$ cat config.mk
export PLATFORM = sky130hd
export DESIGN_NAME = wdrst_top
export DESIGN_NICKNAME = d
export VERILOG_FILES = /design/src/core/wdrst_pkg.sv /design/src/core/wdrst_sync.sv /design/src/core/wdrst_top.sv
export VERILOG_INCLUDE_DIRS = /design/src /design/src/core
export SDC_FILE = /design/constraint.sdc
export NUM_CORES = 1
export LEC_CHECK = 0
export ABC_AREA = 0
export BUFFER_PORTS_ARGS = -buffer_cell sky130_fd_sc_hd__buf_2
export CORE_MARGIN = 4
export CORE_UTILIZATION = 54
export CTS_BUF_LIST = sky130_fd_sc_hd__clkbuf_8
export DETAILED_ROUTE_END_ITERATION = 8
export PLACE_DENSITY = 0.82
export SLEW_MARGIN = 0
export SYNTH_ARGS = -nofsm -noshare
export SYNTH_HDL_FRONTEND = slang
export SYNTH_SLANG_ARGS = --single-unit
$ cat constraint.sdc
create_clock -name pclk -period 4.58 [get_ports pclk]
set_clock_uncertainty 0.05 [all_clocks]
set_input_delay 0.916 -clock pclk [delete_from_list [all_inputs] [get_ports pclk]]
set_output_delay 0.916 -clock pclk [all_outputs]
set_load 0.03 [all_outputs]
$ cat src/core/wdrst_defines.svh
`ifndef WDRST_DEFINES_SVH
`define WDRST_DEFINES_SVH

// ==========================================
// Register offsets (byte addresses)
`define WDRST_OFF_STATUS 12'h000
`define WDRST_OFF_CONTROL 12'h004

// ==========================================
// Status field positions
`define WDRST_ST_POWER 0
`define WDRST_ST_PIN 1
`define WDRST_ST_BROWNOUT 2
`define WDRST_ST_WATCHDOG 3
`define WDRST_ST_SCAN 4
`define WDRST_STATUS_RESET 5'h01

// ==========================================
// Control field positions
`define WDRST_CT_SEL_LSB 0
`define WDRST_CT_SEL_MSB 2
`define WDRST_CT_ENABLE 3
`define WDRST_CT_CHANGE 4
`define WDRST_SEL_RESET 3'h0

// ==========================================
// Timing
`define WDRST_CHANGE_CYCLES 3'h4
`define WDRST_BASE_LOG2 5'h0E
`define WDRST_CNT_W 21

`endif

$ cat src/core/wdrst_pkg.sv
package wdrst_pkg;

  typedef enum logic [1:0] {
    WDRST_APB_IDLE = 2'b01,
    WDRST_APB_RESP = 2'b10
  } wdrst_apb_state_type;

  typedef logic [2:0] wdrst_sel_type;

endpackage : wdrst_pkg

$ cat src/core/wdrst_sync.sv
`timescale 1ns/1ps
// ==========================================
// Two-flop synchroniser for asynchronous levels
module wdrst_sync #(
  parameter int WIDTH = 1
) (
  input wire logic pclk, // system clock
  input wire logic presetn, // async reset, active low
  input wire logic [WIDTH-1:0] async_in, // asynchronous levels
  output logic [WIDTH-1:0] sync_out // synchronised levels
);

  logic [WIDTH-1:0] meta_q;
  logic [WIDTH-1:0] meta_d;
  logic [WIDTH-1:0] sync_q;
  logic [WIDTH-1:0] sync_d;

  always_comb
  begin
    meta_d = async_in;
    sync_d = meta_q;
  end

  always_ff @(posedge pclk or negedge presetn)
  begin
    if (!presetn)
    begin
      meta_q <= '0;
      sync_q <= '0;
    end
    else
    begin
      meta_q <= meta_d;
      sync_q <= sync_d;
    end
  end

  assign sync_out = sync_q;

endmodule : wdrst_sync

$ cat src/core/wdrst_top.sv
// The implementer's own choices: the register addresses and the APB slave port.
`timescale 1ns/1ps
`include "wdrst_defines.svh"
module wdrst_top (
  input wire logic pclk, // system clock, 25 MHz
  input wire logic presetn, // power-on reset, active low
  input wire logic psel, // APB select
  input wire logic penable, // APB enable
  input wire logic pwrite, // APB direction
  input wire logic [11:0] paddr, // APB byte address
  input wire logic [31:0] pwdata, // APB write data
  output logic [31:0] prdata, // APB read data
  output logic pready, // APB ready
  output logic pslverr, // APB error on unmapped address
  input wire logic wdt_osc, // watchdog oscillator, asynchronous
  input wire logic safety_level_fuse, // high selects higher safety level
  input wire logic pin_reset_in, // external pin reset active, async
  input wire logic brownout_reset_in, // brown-out reset active, async
  input wire logic scan_reset_in, // scan chain reset held, async
  input wire logic watchdog_restart, // restart instruction, one pclk
  output logic wdt_reset_pulse, // internal watchdog reset, one pclk
  output logic wdt_running // watchdog effectively enabled
);

  // ==========================================
  // Input synchronisers
  logic [4:0] sync_lv;
  logic osc_s;
  logic fuse_s;
  logic pin_s;
  logic bor_s;
  logic scan_s;

  wdrst_sync #(
    .WIDTH(5)
  ) i_wdrst_sync (
    .pclk(pclk),
    .presetn(presetn),
    .async_in({wdt_osc, safety_level_fuse, pin_reset_in, brownout_reset_in, scan_reset_in}),
    .sync_out(sync_lv)
  );

  assign osc_s = sync_lv[4];
  assign fuse_s = sync_lv[3];
  assign pin_s = sync_lv[2];
  assign bor_s = sync_lv[1];
  assign scan_s = sync_lv[0];

  // ==========================================
  // APB slave
  wdrst_pkg::wdrst_apb_state_type apb_q;
  wdrst_pkg::wdrst_apb_state_type apb_d;
  logic [31:0] prdata_q;
  logic [31:0] prdata_d;
  logic pready_q;
  logic pready_d;
  logic pslverr_q;
  logic pslverr_d;
  logic hit_status;
  logic hit_control;
  logic wr_status;
  logic wr_control;
  logic [4:0] status_q;
  logic [4:0] status_d;
  wdrst_pkg::wdrst_sel_type sel_q;
  wdrst_pkg::wdrst_sel_type sel_d;
  logic enable_q;
  logic enable_d;
  logic change_q;
  logic change_d;
  logic [2:0] change_cnt_q;
  logic [2:0] change_cnt_d;
  logic enable_eff;
  logic [7:0] control_rd;

  assign hit_status = (paddr == `WDRST_OFF_STATUS);
  assign hit_control = (paddr == `WDRST_OFF_CONTROL);
  // Writes land at the edge where pready is sampled high
  assign wr_status = pready_q && psel && penable && pwrite && hit_status;
  assign wr_control = pready_q && psel && penable && pwrite && hit_control;

  // Fuse forces enable at the higher level
  assign enable_eff = enable_q | fuse_s;
  assign control_rd = {3'h0, change_q, enable_eff, sel_q};

  always_comb
  begin
    apb_d = apb_q;
    pready_d = 1'b0;
    pslverr_d = 1'b0;
    prdata_d = prdata_q;
    case (apb_q)
      wdrst_pkg::WDRST_APB_IDLE:
      begin
        if (psel && penable)
        begin
          apb_d = wdrst_pkg::WDRST_APB_RESP;
          pready_d = 1'b1;
          pslverr_d = !(hit_status || hit_control);
          if (hit_status && !pwrite)
          begin
            prdata_d = {27'h0, status_q};
          end
          else if (hit_control && !pwrite)
          begin
            prdata_d = {24'h0, control_rd};
          end
          else
          begin
            prdata_d = 32'h0;
          end
        end
      end
      wdrst_pkg::WDRST_APB_RESP:
      begin
        apb_d = wdrst_pkg::WDRST_APB_IDLE;
      end
      default:
      begin
        apb_d = wdrst_pkg::WDRST_APB_IDLE;
      end
    endcase
  end

  always_ff @(posedge pclk or negedge presetn)
  begin
    if (!presetn)
    begin
      apb_q <= wdrst_pkg::WDRST_APB_IDLE;
      pready_q <= 1'b0;
      pslverr_q <= 1'b0;
      prdata_q <= 32'h0;
    end
    else
    begin
      apb_q <= apb_d;
      pready_q <= pready_d;
      pslverr_q <= pslverr_d;
      prdata_q <= prdata_d;
    end
  end

  // ==========================================
  // Reset cause flags
  logic wdt_fire_q;
  logic wdt_fire_d;
  logic chip_reset;

  // Any non-power reset also reinitialises the watchdog
  assign chip_reset = pin_s || bor_s || scan_s || wdt_fire_q;

  always_comb
  begin
    status_d = status_q;
    // Clears first so a coincident cause wins
    if (wr_status)
    begin
      status_d = status_q & pwdata[4:0];
    end
    if (scan_s)
    begin
      status_d[`WDRST_ST_SCAN] = 1'b1;
    end
    if (wdt_fire_q)
    begin
      status_d[`WDRST_ST_WATCHDOG] = 1'b1;
    end
    if (bor_s)
    begin
      status_d[`WDRST_ST_BROWNOUT] = 1'b1;
    end
    if (pin_s)
    begin
      status_d[`WDRST_ST_PIN] = 1'b1;
    end
  end

  always_ff @(posedge pclk or negedge presetn)
  begin
    if (!presetn)
    begin
      status_q <= `WDRST_STATUS_RESET;
    end
    else
    begin
      status_q <= status_d;
    end
  end

  // ==========================================
  // Watchdog control with timed change window
  always_comb
  begin
    enable_d = enable_q;
    sel_d = sel_q;
    change_d = change_q;
    change_cnt_d = change_cnt_q;
    if (change_q)
    begin
      if (change_cnt_q == 3'h1)
      begin
        change_d = 1'b0;
      end
      change_cnt_d = change_cnt_q - 3'h1;
    end
    if (wr_control)
    begin
      if (pwdata[`WDRST_CT_CHANGE] && pwdata[`WDRST_CT_ENABLE])
      begin
        // Opening write arms the window and also sets enable
        change_d = 1'b1;
        change_cnt_d = `WDRST_CHANGE_CYCLES;
        enable_d = 1'b1;
      end
      else
      begin
        if (pwdata[`WDRST_CT_ENABLE])
        begin
          enable_d = 1'b1;
        end
        else if (change_q)
        begin
          enable_d = 1'b0;
        end
        if (change_q)
        begin
          sel_d = pwdata[`WDRST_CT_SEL_MSB:`WDRST_CT_SEL_LSB];
        end
      end
    end
    if (chip_reset)
    begin
      enable_d = 1'b0;
      sel_d = `WDRST_SEL_RESET;
      change_d = 1'b0;
      change_cnt_d = 3'h0;
    end
  end

  always_ff @(posedge pclk or negedge presetn)
  begin
    if (!presetn)
    begin
      enable_q <= 1'b0;
      sel_q <= `WDRST_SEL_RESET;
      change_q <= 1'b0;
      change_cnt_q <= 3'h0;
    end
    else
    begin
      enable_q <= enable_d;
      sel_q <= sel_d;
      change_q <= change_d;
      change_cnt_q <= change_cnt_d;
    end
  end

  // ==========================================
  // Watchdog counter on oscillator edges
  logic osc_prev_q;
  logic osc_prev_d;
  logic osc_tick;
  logic [`WDRST_CNT_W-1:0] cnt_q;
  logic [`WDRST_CNT_W-1:0] cnt_d;
  logic [`WDRST_CNT_W-1:0] limit_m1;
  logic running_q;
  logic running_d;

  assign osc_tick = osc_s && !osc_prev_q;
  // 16K shifted left by the select code
  assign limit_m1 = `WDRST_CNT_W'((22'h1 << (`WDRST_BASE_LOG2 + {2'h0, sel_q})) - 22'h1);

  always_comb
  begin
    cnt_d = cnt_q;
    osc_prev_d = osc_s;
    wdt_fire_d = 1'b0;
    running_d = enable_eff;
    if (!enable_eff || watchdog_restart || chip_reset)
    begin
      cnt_d = '0;
    end
    else if (osc_tick)
    begin
      // Compare with >= so a shorter select never skips the end
      if (cnt_q >= limit_m1)
      begin
        cnt_d = '0;
        wdt_fire_d = 1'b1;
      end
      else
      begin
        cnt_d = cnt_q + `WDRST_CNT_W'(1);
      end
    end
  end

  always_ff @(posedge pclk or negedge presetn)
  begin
    if (!presetn)
    begin
      osc_prev_q <= 1'b0;
      cnt_q <= '0;
      wdt_fire_q <= 1'b0;
      running_q <= 1'b0;
    end
    else
    begin
      osc_prev_q <= osc_prev_d;
      cnt_q <= cnt_d;
      wdt_fire_q <= wdt_fire_d;
      running_q <= running_d;
    end
  end

  assign prdata = prdata_q;
  assign pready = pready_q;
  assign pslverr = pslverr_q;
  assign wdt_reset_pulse = wdt_fire_q;
  assign wdt_running = running_q;

endmodule : wdrst_top

# After elaboration in Yosys (flattened, before gate mapping)
# Cells that the tools add are included.
word_totals:
  regBits: 83
  input_bits: 55
  elab_cells: 101
op_classes:
  addsub: 4
  magnitude_cmp: 1
  eq_ne: 5
  shifts: 1
  mux: 37
  bitwise: 2
  n_reduce_logical: 32
ops:
  columns: ["cell", "count"]
  rows:
  - ["two-way mux 21 bit", 3]
  - ["two-way mux 3 bit", 8]
  - ["adder 21 x 1 -> 21 bit (second input constant)", 1]
  - [">= comparator 21 bit", 1]
  - ["two-way mux 1 bit", 21]
  - ["<< shifter 1 x 5 -> 21 bit (first input constant)", 1]
  - ["subtractor 21 x 1 -> 21 bit (second input constant)", 1]
  - ["two-way mux 5 bit", 3]
  - ["nonzero test 2 bit", 7]
  - ["== test 12 x 3 -> 1 bit (second input constant)", 1]
  - ["logical NOT 12 bit", 1]
  - ["logical AND 1 bit", 10]
  - ["logical OR 1 bit", 6]
  - ["adder 4 x 3 -> 5 bit (first input constant)", 1]
  - ["bitwise AND 5 bit", 1]
  - ["logical NOT 1 bit", 4]
  - ["two-way mux 2 bit", 2]
  - ["!= test 2 bit (second input constant)", 2]
  - ["AND reduction 2 bit", 2]
  - ["nonzero test 4 bit", 1]
  - ["== test 3 x 1 -> 1 bit (second input constant)", 1]
  - ["AND reduction 3 bit", 1]
  - ["subtractor 3 x 1 -> 3 bit (second input constant)", 1]
  - ["== test 2 x 1 -> 1 bit (second input constant)", 1]
  - ["bitwise OR 1 bit", 1]

# Depth between registers and ports, before layout
# Gate-level depths: netlist of run 1.
depth:
  ltp_word: 7
  ltp_mapped: 14
  depth_no_buf: 13

# Cells and area by module
# Synthesis of run 1 repeated with hierarchy kept, for this count alone.
unflattened:
  hier_cells: 333
  hier_area_um2: 3205.6
modules_own_cells:
  columns: ["mod", "instances", "cells_per_inst", "area_per_inst_um2"]
  rows:
  - ["wdrst_top", 1, 323, 2955.3]
  - ["wdrst_sync", 1, 10, 250.2]

# Least setup slack after synthesis of run 1
# No wires, ideal clock.
synth_timing:
  path_type: "reg2reg"
  startpoint: "register sel_q[1]"
  endpoint: "register cnt_q[13]"
  setup_time_ns: 0.066
  arrival_time_ns: 3.249
  setup_slack_ns: 1.214
  path_stages_with_launch: 15
  n_path_buf: 1
  cell_sequence: "dfrtp_1 inv_2 ha_1 inv_1 or3_1 xor2_1 nand2b_1 ha_1 nand4_1 nor2_1 a211o_1 or3b_1 buf_2 nor4b_1 a221o_1"
synth_via:
  elab_chain_len: 7
synth_rtl:
  columns: ["item", "line", "text"]
  rows:
  - ["from (decl)", "wdrst_top.sv:65", "wdrst_pkg::wdrst_sel_type sel_q;"]
  - ["from (signal assigned)", "wdrst_top.sv:245", "sel_q <= `WDRST_SEL_RESET;"]
  - ["from (signal assigned)", "wdrst_top.sv:252", "sel_q <= sel_d;"]
  - ["adder 4 x 3 -> 5 bit (no line)", null, null]
  - ["<< shifter 1 x 5 -> 21 bit", "wdrst_top.sv:271", "assign limit_m1 = `WDRST_CNT_W'((22'h1 << (`WDRST_BASE_LOG2 + {2'h0, sel_q})) - 22'h1);"]
  - ["subtractor 21 x 1 -> 21 bit", "wdrst_top.sv:271", null]
  - [">= comparator 21 bit", "wdrst_top.sv:286", "if (cnt_q >= limit_m1)"]
  - ["two-way mux 21 bit", "wdrst_top.sv:286", null]
  - ["two-way mux 21 bit", "wdrst_top.sv:283", "else if (osc_tick)"]
  - ["two-way mux 21 bit", "wdrst_top.sv:279", "if (!enable_eff || watchdog_restart || chip_reset)"]
  - ["to (signal assigned)", "wdrst_top.sv:310", "cnt_q <= cnt_d;"]
  - ["to (decl)", "wdrst_top.sv:263", "logic [`WDRST_CNT_W-1:0] cnt_q;"]
# Every way passes these cells. The select of a mux whose other input is x is not followed.
# A chain may end at the register's enable or synchronous reset.

# Worst setup path after layout of run 1
layout_timing:
  startpoint: "register sel_q[1]"
  endpoint: "register cnt_q[2]"
# Same word-level chain as after synthesis.

==> results.sh, run 1 <==
export IMPL_cts_resized=0
export IMPL_synth_area_mm2=0.00324
export IMPL_syn_to_final_growth_pct=7.49
export IMPL_synthMuxAreaShare_pct=2.51
export IMPL_num_fill_cells=497
export IMPL_timing_rr_end="cnt_q[2]$_DFFE_PN0P_"
export IMPL_synth_xor_area_share_pct=1.89
export IMPL_drive_gt1_share_pct=15.7
export IMPL_multi_input_comb_area_mm2=0.00165
export IMPL_p_int_uw=628
export IMPL_grt_usage_pct=19.3
export IMPL_die_w_um=85.5
export IMPL_cpLargestDelayFamily="simple AND/OR/NAND/NOR gates"
export IMPL_whs_ns=0.307
export IMPL_synth_simple_gate_area_share_pct=19.9
export IMPL_path_class="reg -> reg"
export IMPL_cp_common_cell="ha_1"
export IMPL_ctsHtreeMaxLevel=2
export IMPL_rr_worst_depth=14
export IMPL_slowest_delay_ns=0.59
export IMPL_switching_power_uw=231
export IMPL_cts_tree="done"
export IMPL_nNetsFinal=451
export IMPL_cts_root_buf="clkbuf_8"
export IMPL_firstDrtPassIters=4
export IMPL_yosys_area_share_adder_pct=8.49
export IMPL_grt_pass1_vias=2516
export IMPL_irDropWorstVdd_mv=0.168
export IMPL_total_power_uw=860
export IMPL_hp_start="i_wdrst_sync.meta_q[1]$_DFF_PN0_"
export IMPL_comb_power_share_pct=8.4
export IMPL_gp_congestion=0.819
export IMPL_clkPwrFrac_pct=33.0
export IMPL_dp_hpwl_um=4870
export IMPL_routedWlPerCell_um=14.7
export IMPL_hold_buffers=0
export IMPL_p_seq_share_pct=58.7
export IMPL_pwr_density_cell_mw_per_mm2=247
export IMPL_dpl_cell_area_mm2=0.00339
export IMPL_power_leakage_nw=1.60
export IMPL_die_area_mm2=0.00731
export IMPL_fp_row_count=27
export IMPL_ant_nets=0
export IMPL_grt_pass1_wl_um=11500
export IMPL_drt_vias_per_instance=5.59
export IMPL_overflow=0
export IMPL_synthArstFlopShare_pct=100
export IMPL_synth_top_family_by_area="simple AND/OR/NAND/NOR gates"
export IMPL_n_antenna_cell=0
export IMPL_ios=91
export IMPL_drt_iter0_markers=219
export IMPL_num_vias=2498
export IMPL_layout_commonest_cell="dfrtp_1"
export IMPL_die_y_um=85.5
export IMPL_hold_path_end="i_wdrst_sync.sync_out[1]$_DFF_PN0_"
export IMPL_hold_viol=0
export IMPL_clk_pin_slew_worst_paths_ns=0.11
export IMPL_setup_tns_ns=0
export IMPL_worstSetupStartpointType="flip-flop"
export IMPL_core_mm2=0.00568
export IMPL_start_util_pct=57.1
export IMPL_yosys_most_used_dff="dfrtp_1"
export IMPL_synthCells=334
export IMPL_rsz0062_at_grt="no"
export IMPL_worstPathRequired_ns=4.75
export IMPL_synth_edff_count=0
export IMPL_route_detailed_drc=0
export IMPL_final_area_mm2=0.00348
export IMPL_io_buffers=36
export IMPL_switching_share_pct=26.9
export IMPL_worst_slew_pin_slew_ns=0.705
export IMPL_postCtsSetupBuffers=0
export IMPL_r2r_start="sel_q[1]$_DFFE_PN0P_"
export IMPL_hold_path_class="reg -> reg"
export IMPL_synth_compound_area_share_pct=14.5
export IMPL_synth_cell_type_count=54
export IMPL_min_period_over_period_pct=87.5
export IMPL_worst_path_max_delay_cell="dfrtp_1"
export IMPL_outcome="finished clean"
export IMPL_cp_max_fo=11
export IMPL_regArea_mm2=0.00140
export IMPL_fin_crit_ns=4.01
export IMPL_slew_viol_final=0
export IMPL_cp_end_kind="flip-flop"
export IMPL_wl_um=6550
export IMPL_clock_sinks=56
export IMPL_cts_inserted_buffers=5
export IMPL_r2r_slack_ns=0.57
export IMPL_setup_violations=0
export IMPL_worst_path_buf_inv=3
export IMPL_ys_seq_elements=56
export IMPL_yosysSeqAreaShare_pct=43.3
export IMPL_layout_common_cells="dfrtp_1, buf_2, nand2_1"
export IMPL_placedCellCount=439
export IMPL_syn_avg_cell_area_um2=9.71
export IMPL_antenna_found_initial=0
export IMPL_maxSlewHeadroom_pct=53.0
export IMPL_yosysWarnings=0
export IMPL_clk_path_buf_depth=2
export IMPL_worstSkewPairLatency_ns=0.32
export IMPL_hold_depth=0
export IMPL_max_freq_mhz=250
export IMPL_cp_cell_sequence="inv_2 -> ha_1 -> inv_1 -> or3_1 -> xor2_1 -> nand2b_1 -> ha_1 -> nand4_1 -> nor2_1 -> a211o_1 -> nor4b_4 -> buf_4 -> or2b_1 -> a31oi_1"
export IMPL_maxCapViolations=0
export IMPL_cp_data_arrival_time_ns=4.18
export IMPL_stdcell_count=447
export IMPL_grt_max_degree=57
## sequential cells by signal, summed over array words and instances, names as in the netlist, 2 cells and up
| name | flops |
|---|---|
| apb_q | 2 |
| change_cnt_q | 3 |
| cnt_q | 21 |
| i_wdrst_sync.meta_q | 5 |
| i_wdrst_sync.sync_out | 5 |
| prdata | 5 |
| sel_q | 3 |
| status_q | 5 |
## worst max-delay path by stage
stage	from	endpoint	slack, ns	cells past startpoint
3_5_place_dp	sel_q[1]$_DFFE_PN0P_	cnt_q[5]$_DFFE_PN0P_	0.64	13
6_report	sel_q[1]$_DFFE_PN0P_	cnt_q[2]$_DFFE_PN0P_	0.57	14
2_1_floorplan	sel_q[1]$_DFFE_PN0P_	cnt_q[13]$_DFFE_PN0P_	1.21	14
5_1_grt	sel_q[1]$_DFFE_PN0P_	cnt_q[2]$_DFFE_PN0P_	0.29	14
3_3_place_gp	sel_q[1]$_DFFE_PN0P_	cnt_q[1]$_DFFE_PN0P_	0.70	13
4_1_cts	sel_q[1]$_DFFE_PN0P_	cnt_q[1]$_DFFE_PN0P_	0.60	13
## area by class of cell
type                            instances  area share, %
Clock buffer                            5           1.97
Clock inverter                          3          0.718
Inverter                               15           1.62
Multi-Input combinational cell        258           47.2
Sequential cell                        56           40.3
Tap cell                               72           2.59
Timing Repair Buffer                   38           5.60
## Yosys cell counts, types with 2 or more instances
master	n	area, um2
a21oi_1	15	75.1
or2b_1	3	22.5
ha_1	22	275
buf_6	2	22.5
a211oi_1	2	15.0
mux2i_1	7	70.1
o21ai_1	10	50.1
a221o_1	9	90.1
o21ai_0	10	50.1
and3_1	3	18.8
clkbuf_1	4	15.0
inv_1	13	48.8
nor3_1	17	85.1
nand2b_1	8	50.1
dfrtp_1	54	1350
a22o_1	2	17.5
nand4_1	5	31.3
or3_1	2	12.5
a21boi_0	2	15.0
nor2_1	19	71.3
buf_4	27	203
a31oi_1	10	62.6
nor4_1	6	37.5
nand2_1	33	124
dfstp_2	2	52.6
nand3_1	12	60.1
xor2_1	3	26.3
xnor2_1	4	35.0
o21a_1	3	22.5
## power by group through the flow
stage,combinational [mW],sequential (mW),clock [mW]
after CTS,0.0725,0.504,0.294
final,0.0721,0.504,0.283
after global routing,0.0792,0.505,0.316
after global placement,0.0711,0.514,0
after detailed placement,0.0726,0.514,0
after floorplan,0.0598,0.517,0
## metal layers
layer  vias up  routed length (um)  global-route usage [%]
li1       1224                   -                       -
met1      1205                2900                    24.3
met2        56                3270                    34.0
met3        13                 255                    2.91
met4         0                 126                    6.04
met5         -                   0                       0
## cell families (layout without fill, tap and decap cells)
group	Yosys count	after routing
compound gates	71	71
xor+xnor	7	7
fa+ha+maj	22	22
buf+inv	49	61
flops	56	56
mux	8	8
other cells	1	30
simple gates	120	120
## stage by stage
step           utilization [%]  setup slack [ns]
2_1_floorplan                -              1.21
4_1_cts                   61.4             0.595
3_3_place_gp              59.7             0.701
3_5_place_dp              59.7             0.640
5_1_grt                   61.4             0.287
6_report                  61.4             0.575
## worst reg2reg max path, stage by stage (launching register included)
cell and delay (ns):
dfrtp_1 0.59, inv_2 0.11, ha_1 0.38, inv_1 0.08, or3_1 0.32, xor2_1 0.13
nand2b_1 0.08, ha_1 0.29, nand4_1 0.19, nor2_1 0.10, a211o_1 0.33, nor4b_4 0.55
buf_4 0.27, or2b_1 0.25, a31oi_1 0.19
Note: power is estimated with default switching activity, not from simulation.
==> run 2, diff against run 1 <==
--- a/config.mk
+++ b/config.mk
@@ -9,10 +9,10 @@
 export ABC_AREA = 0
 export BUFFER_PORTS_ARGS = -buffer_cell sky130_fd_sc_hd__buf_2
 export CORE_MARGIN = 4
-export CORE_UTILIZATION = 54
+export CORE_UTILIZATION = 55
 export CTS_BUF_LIST = sky130_fd_sc_hd__clkbuf_8
 export DETAILED_ROUTE_END_ITERATION = 8
-export PLACE_DENSITY = 0.82
+export PLACE_DENSITY = 0.84
 export SLEW_MARGIN = 0
 export SYNTH_ARGS = -nofsm -noshare
 export SYNTH_HDL_FRONTEND = slang
==> constraint.sdc (replaced) <==
create_clock -name pclk -period 4.9 [get_ports pclk]
set_clock_uncertainty 0.05 [all_clocks]
set_input_delay 0.98 -clock pclk [delete_from_list [all_inputs] [get_ports pclk]]
set_output_delay 0.98 -clock pclk [all_outputs]
set_load 0.03 [all_outputs]
==> results.sh, run 2 (same netlist as run 1, synthesis figures left out) <==
export IMPL_outcome="finished clean"
export IMPL_worst_slew_pin_slew_ns=0.911
export IMPL_setup_tns_ns=0
export IMPL_cp_common_cell="ha_1"
export IMPL_antenna_found_initial=0
export IMPL_layout_commonest_cell="dfrtp_1"
export IMPL_cp_end_kind="flip-flop"
export IMPL_cts_root_buf="clkbuf_8"
export IMPL_setup_violations=0
export IMPL_dp_hpwl_um=4750
export IMPL_ant_nets=0
export IMPL_route_detailed_drc=0
export IMPL_whs_ns=0.312
export IMPL_cts_inserted_buffers=5
export IMPL_cp_cell_sequence="inv_2 -> ha_1 -> inv_1 -> or3_1 -> xor2_1 -> nand2b_1 -> ha_1 -> nand4_1 -> nor2_1 -> a211o_1 -> nor4b_4 -> o21ai_0 -> a31oi_1"
export IMPL_top_register="cnt_q"
export IMPL_fp_row_count=27
export IMPL_worst_path_max_delay_cell="nor4b_4"
export IMPL_grt_usage_pct=18.9
export IMPL_path_class="reg -> reg"
export IMPL_firstDrtPassIters=6
export IMPL_slew_viol_final=0
export IMPL_ios=91
export IMPL_die_y_um=84.8
export IMPL_worst_slack_ns=0.868
export IMPL_n_antenna_cell=0
export IMPL_drt_iter0_markers=213
export IMPL_nNetsFinal=450
export IMPL_cts_resized=0
export IMPL_hold_path_class="reg -> reg"
export IMPL_clk_path_buf_depth=2
export IMPL_worstPathRequired_ns=5.08
export IMPL_gp_congestion=0.795
export IMPL_slowest_delay_ns=0.82
export IMPL_cts_tree="done"
export IMPL_grt_pass1_wl_um=11300
export IMPL_largest_reg_flops=21
export IMPL_drive_gt1_share_pct=15.5
export IMPL_overflow=0
export IMPL_syn_to_final_growth_pct=7.37
export IMPL_die_w_um=84.8
export IMPL_drt_vias_per_instance=5.58
export IMPL_cp_data_arrival_time_ns=4.21
export IMPL_max_freq_mhz=248
export IMPL_start_util_pct=57.8
export IMPL_grt_max_degree=57
export IMPL_min_period_over_period_pct=82.3
export IMPL_grt_pass1_vias=2443
export IMPL_worstSkewPairLatency_ns=0.32
export IMPL_io_buffers=36
export IMPL_wl_um=6480
export IMPL_clock_sinks=56
export IMPL_core_mm2=0.00561
export IMPL_cp_max_fo=19
export IMPL_ctsHtreeMaxLevel=2
export IMPL_num_vias=2487
export IMPL_layout_common_cells="dfrtp_1, buf_2, nand2_1"
export IMPL_hold_buffers=0
export IMPL_rsz0062_at_grt="no"
export IMPL_die_area_mm2=0.00719
export IMPL_clk_pin_slew_worst_paths_ns=0.11
export IMPL_irDropWorstVdd_mv=0.257
export IMPL_maxCapViolations=0
export IMPL_pwr_density_cell_mw_per_mm2=233
export IMPL_fin_crit_ns=4.03
export IMPL_postCtsSetupBuffers=0
export IMPL_total_power_uw=810
export IMPL_dpl_worst_slack_ns=0.934
export IMPL_hold_viol=0
export IMPL_power_leakage_nw=1.60
export IMPL_maxSlewHeadroom_pct=39.0
export IMPL_worstSetupStartpointType="flip-flop"
export IMPL_routedWlPerCell_um=14.5
[run 2: changes by cell type in the layout (fill, tap and decap cells not counted), sizes merged]
| cell | change |
|---|---|
| buf | -1 |
| clkinvlp | -1 |
| inv | +1 |
[run 2: cell type report]
cell class / count / area, um2
fill: 470 / 2130
clock buffer: 5 / 68.8
inverter: 15 / 56.3
clock inverter: 3 / 28.8
tap: 72 / 90.1
multi-input combinational: 258 / 1650
timing repair buffer: 37 / 188
sequential: 56 / 1400
[run 2: worst max-delay path, delay by kind of cell (launching register included)]
family,cells,cell delay (ns)
simple gates,5,1.52
compound gates,3,0.81
fa+ha+maj,2,0.66
flops,1,0.57
buf+inv,2,0.18
xor+xnor,1,0.14
[run 2: metal layers]
metal / vias up / global-route usage [%] / share of wire [%]
met5: - / 0 / 0
met2: 59 / 32.2 / 50
li1: 1217 / - / -
met1: 1202 / 24.7 / 44
met3: 9 / 3.83 / 5.0
met4: 0 / 5.04 / 1.2
[run 2: per-stage QoR]
stage / utilization (%) / instance area [um2] / std cells
final: 62.1 / 3480 / 446
after global routing: 62.1 / 3480 / 446
after CTS: 62.1 / 3480 / 446
after detailed placement: 60.3 / 3380 / 438
after global placement: 60.3 / 3380 / 438
after floorplan: - / 3350 / 363
[run 2: report_power, final]
| group | leakage [nW] | internal, mW | total [mW] | switching [mW] |
|---|---|---|---|---|
| clock network | 0.0511 | 0.108 | 0.272 | 0.164 |
| registers | 0.730 | 0.469 | 0.472 | 0.00229 |
| logic | 0.821 | 0.0136 | 0.0670 | 0.0534 |
[run 2: worst paths after layout]
check                                            startpoint                                 end  slack (ns)  cells past startpoint
max in group asynchronous                           presetn                cnt_q[3]$_DFFE_PN0P_        3.60                      2
hold reg to reg            i_wdrst_sync.meta_q[3]$_DFF_PN0_  i_wdrst_sync.sync_out[3]$_DFF_PN0_        0.31                      0
setup reg to reg                       sel_q[1]$_DFFE_PN0P_                cnt_q[9]$_DFFE_PN0P_        0.87                     13
setup / recovery                       sel_q[1]$_DFFE_PN0P_                cnt_q[9]$_DFFE_PN0P_        0.87                     13
hold / removal             i_wdrst_sync.meta_q[3]$_DFF_PN0_  i_wdrst_sync.sync_out[3]$_DFF_PN0_        0.31                      0
min in group asynchronous                           presetn               prdata[2]$_DFFE_PN0P_        0.73                      2
==> run 3, diff against run 2 <==
--- a/config.mk
+++ b/config.mk
@@ -9,10 +9,10 @@
 export ABC_AREA = 0
 export BUFFER_PORTS_ARGS = -buffer_cell sky130_fd_sc_hd__buf_2
 export CORE_MARGIN = 4
-export CORE_UTILIZATION = 55
+export CORE_UTILIZATION = 49
 export CTS_BUF_LIST = sky130_fd_sc_hd__clkbuf_8
 export DETAILED_ROUTE_END_ITERATION = 8
-export PLACE_DENSITY = 0.84
+export PLACE_DENSITY = 0.79
 export SLEW_MARGIN = 0
 export SYNTH_ARGS = -nofsm -noshare
 export SYNTH_HDL_FRONTEND = slang
==> constraint.sdc (replaced) <==
create_clock -name pclk -period 3.37 [get_ports pclk]
set_clock_uncertainty 0.05 [all_clocks]
set_input_delay 0.674 -clock pclk [delete_from_list [all_inputs] [get_ports pclk]]
set_output_delay 0.674 -clock pclk [all_outputs]
set_load 0.03 [all_outputs]
==> results.sh, run 3 (same netlist as run 1, synthesis figures left out) <==
export IMPL_outcome="finished clean"
export IMPL_slew_viol_final=0
export IMPL_layout_commonest_cell="dfrtp_1"
export IMPL_final_util_pct=57.1
export IMPL_largest_reg_flops=21
export IMPL_route_detailed_drc=0
export IMPL_core_mm2=0.00639
export IMPL_drt_iter0_markers=128
export IMPL_ios=91
export IMPL_cts_root_buf="clkbuf_8"
export IMPL_n_antenna_cell=0
export IMPL_hold_buffers=0
export IMPL_worstSkewPairLatency_ns=0.32
export IMPL_worstSetupStartpointType="flip-flop"
export IMPL_worstPathRequired_ns=3.58
export IMPL_maxCapViolations=0
export IMPL_die_y_um=89.3
export IMPL_start_util_pct=50.8
export IMPL_num_fill_cells=557
export IMPL_cp_end_kind="flip-flop"
export IMPL_whs_ns=0.309
export IMPL_firstDrtPassIters=4
export IMPL_clk_path_buf_depth=2
export IMPL_cts_tree="done"
export IMPL_min_period_over_period_pct=95.5
export IMPL_top_register="cnt_q"
export IMPL_dp_hpwl_um=5030
export IMPL_drive_gt1_share_pct=20.8
export IMPL_drt_vias_per_instance=5.51
export IMPL_clock_sinks=56
export IMPL_ant_nets=0
export IMPL_power_leakage_nw=1.69
export IMPL_grt_max_degree=30
export IMPL_routedWlPerCell_um=14.4
export IMPL_stdcell_count=467
export IMPL_io_buffers=36
export IMPL_cp_data_arrival_time_ns=3.43
export IMPL_wl_um=6740
export IMPL_worst_slew_pin_slew_ns=0.639
export IMPL_cp_max_fo=8
export IMPL_syn_to_final_growth_pct=12.4
export IMPL_clk_pin_slew_worst_paths_ns=0.11
export IMPL_grt_usage_pct=17.8
export IMPL_antenna_found_initial=0
export IMPL_cts_inserted_buffers=5
export IMPL_overflow=0
export IMPL_placedCellCount=455
export IMPL_layout_common_cells="dfrtp_1, buf_2, nand2_1"
export IMPL_total_power_mw=1.19
export IMPL_hold_path_class="in -> async"
export IMPL_num_vias=2571
export IMPL_fin_crit_ns=3.22
export IMPL_hold_viol=0
export IMPL_die_area_mm2=0.00798
export IMPL_setup_violations=0
export IMPL_path_class="reg -> reg"
export IMPL_fp_row_count=29
export IMPL_maxSlewHeadroom_pct=57.4
export IMPL_die_w_um=89.3
export IMPL_gp_congestion=0.873
export IMPL_pwr_density_cell_mw_per_mm2=327
export IMPL_nNetsFinal=466
export IMPL_multi_input_comb_area_mm2=0.00168
export IMPL_ctsHtreeMaxLevel=2
export IMPL_max_freq_mhz=311
export IMPL_irDropWorstVdd_mv=0.318
export IMPL_grt_pass1_vias=2430
export IMPL_grt_pass1_wl_um=11200
export IMPL_regArea_mm2=0.00140
==> run 3: critical path, stage by stage, from the launching register on <==
cell and delay (ns):
dfrtp_1 0.37, inv_2 0.07, ha_4 0.27, inv_1 0.05
or3_1 0.31, xor2_1 0.14, nand2b_1 0.07, ha_1 0.28
nand4_1 0.17, nor2_2 0.07, a211o_1 0.35, or3b_4 0.45
buf_4 0.18, nor3_1 0.18, a221o_1 0.13
==> run 3: report_power, final <==
group / leakage [nW] / internal [mW] / switching [mW]
registers: 0.730 / 0.682 / 0.00319
logic: 0.906 / 0.0213 / 0.0785
clock network: 0.0511 / 0.158 / 0.247
total: 1.69 / 0.861 / 0.329
==> run 3: final timing paths <==
path	start	to	slack, ns	cells after the start
worst max-delay path	sel_q[1]$_DFFE_PN0P_	cnt_q[4]$_DFFE_PN0P_	0.15	14
worst min-delay path	presetn	change_cnt_q[0]$_DFF_PN0_	0.31	1
worst max register to register	sel_q[1]$_DFFE_PN0P_	cnt_q[4]$_DFFE_PN0P_	0.15	14
worst min register to register	i_wdrst_sync.meta_q[3]$_DFF_PN0_	i_wdrst_sync.sync_out[3]$_DFF_PN0_	0.31	0
max in group asynchronous	presetn	status_q[0]$_DFFE_PN1P_	2.27	2
min in group pclk	i_wdrst_sync.meta_q[3]$_DFF_PN0_	i_wdrst_sync.sync_out[3]$_DFF_PN0_	0.31	0
==> run 3: stage by stage <==
step | setup WS (ns) | area (um2) | TNS (ns)
after floorplan | 0.00448 | 3350 | 0
after global placement | 0.0995 | 3480 | 0
after detailed placement | 0.0560 | 3480 | 0
after CTS | 0.0309 | 3580 | 0
after global routing | -0.0165 | 3640 | -0.0280
final | 0.153 | 3640 | 0
==> run 3: timing repair <==
action | 4_1_cts | 5_1_grt
buffers inserted | 0 | 4
setup endpoints to repair | 0 | 12
gates resized for setup | 0 | 10
==> run 3: area by class of cell <==
| cell class | count | share of cell area [%] |
|---|---|---|
| clock inverter | 3 | 0.790 |
| clock buffer | 5 | 1.89 |
| sequential | 56 | 38.5 |
| tap | 77 | 2.64 |
| inverter | 15 | 1.54 |
| multi-input combinational | 258 | 46.1 |
| timing repair buffer | 53 | 8.55 |
==> run 3: routing by layer <==
layer / global-route usage (%) / up-vias / wire length, um
li1: - / 1251 / -
met3: 2.95 / 8 / 220
met2: 30.5 / 47 / 3380
met1: 23.4 / 1265 / 3060
met4: 4.74 / 0 / 85
met5: 0 / - / 0
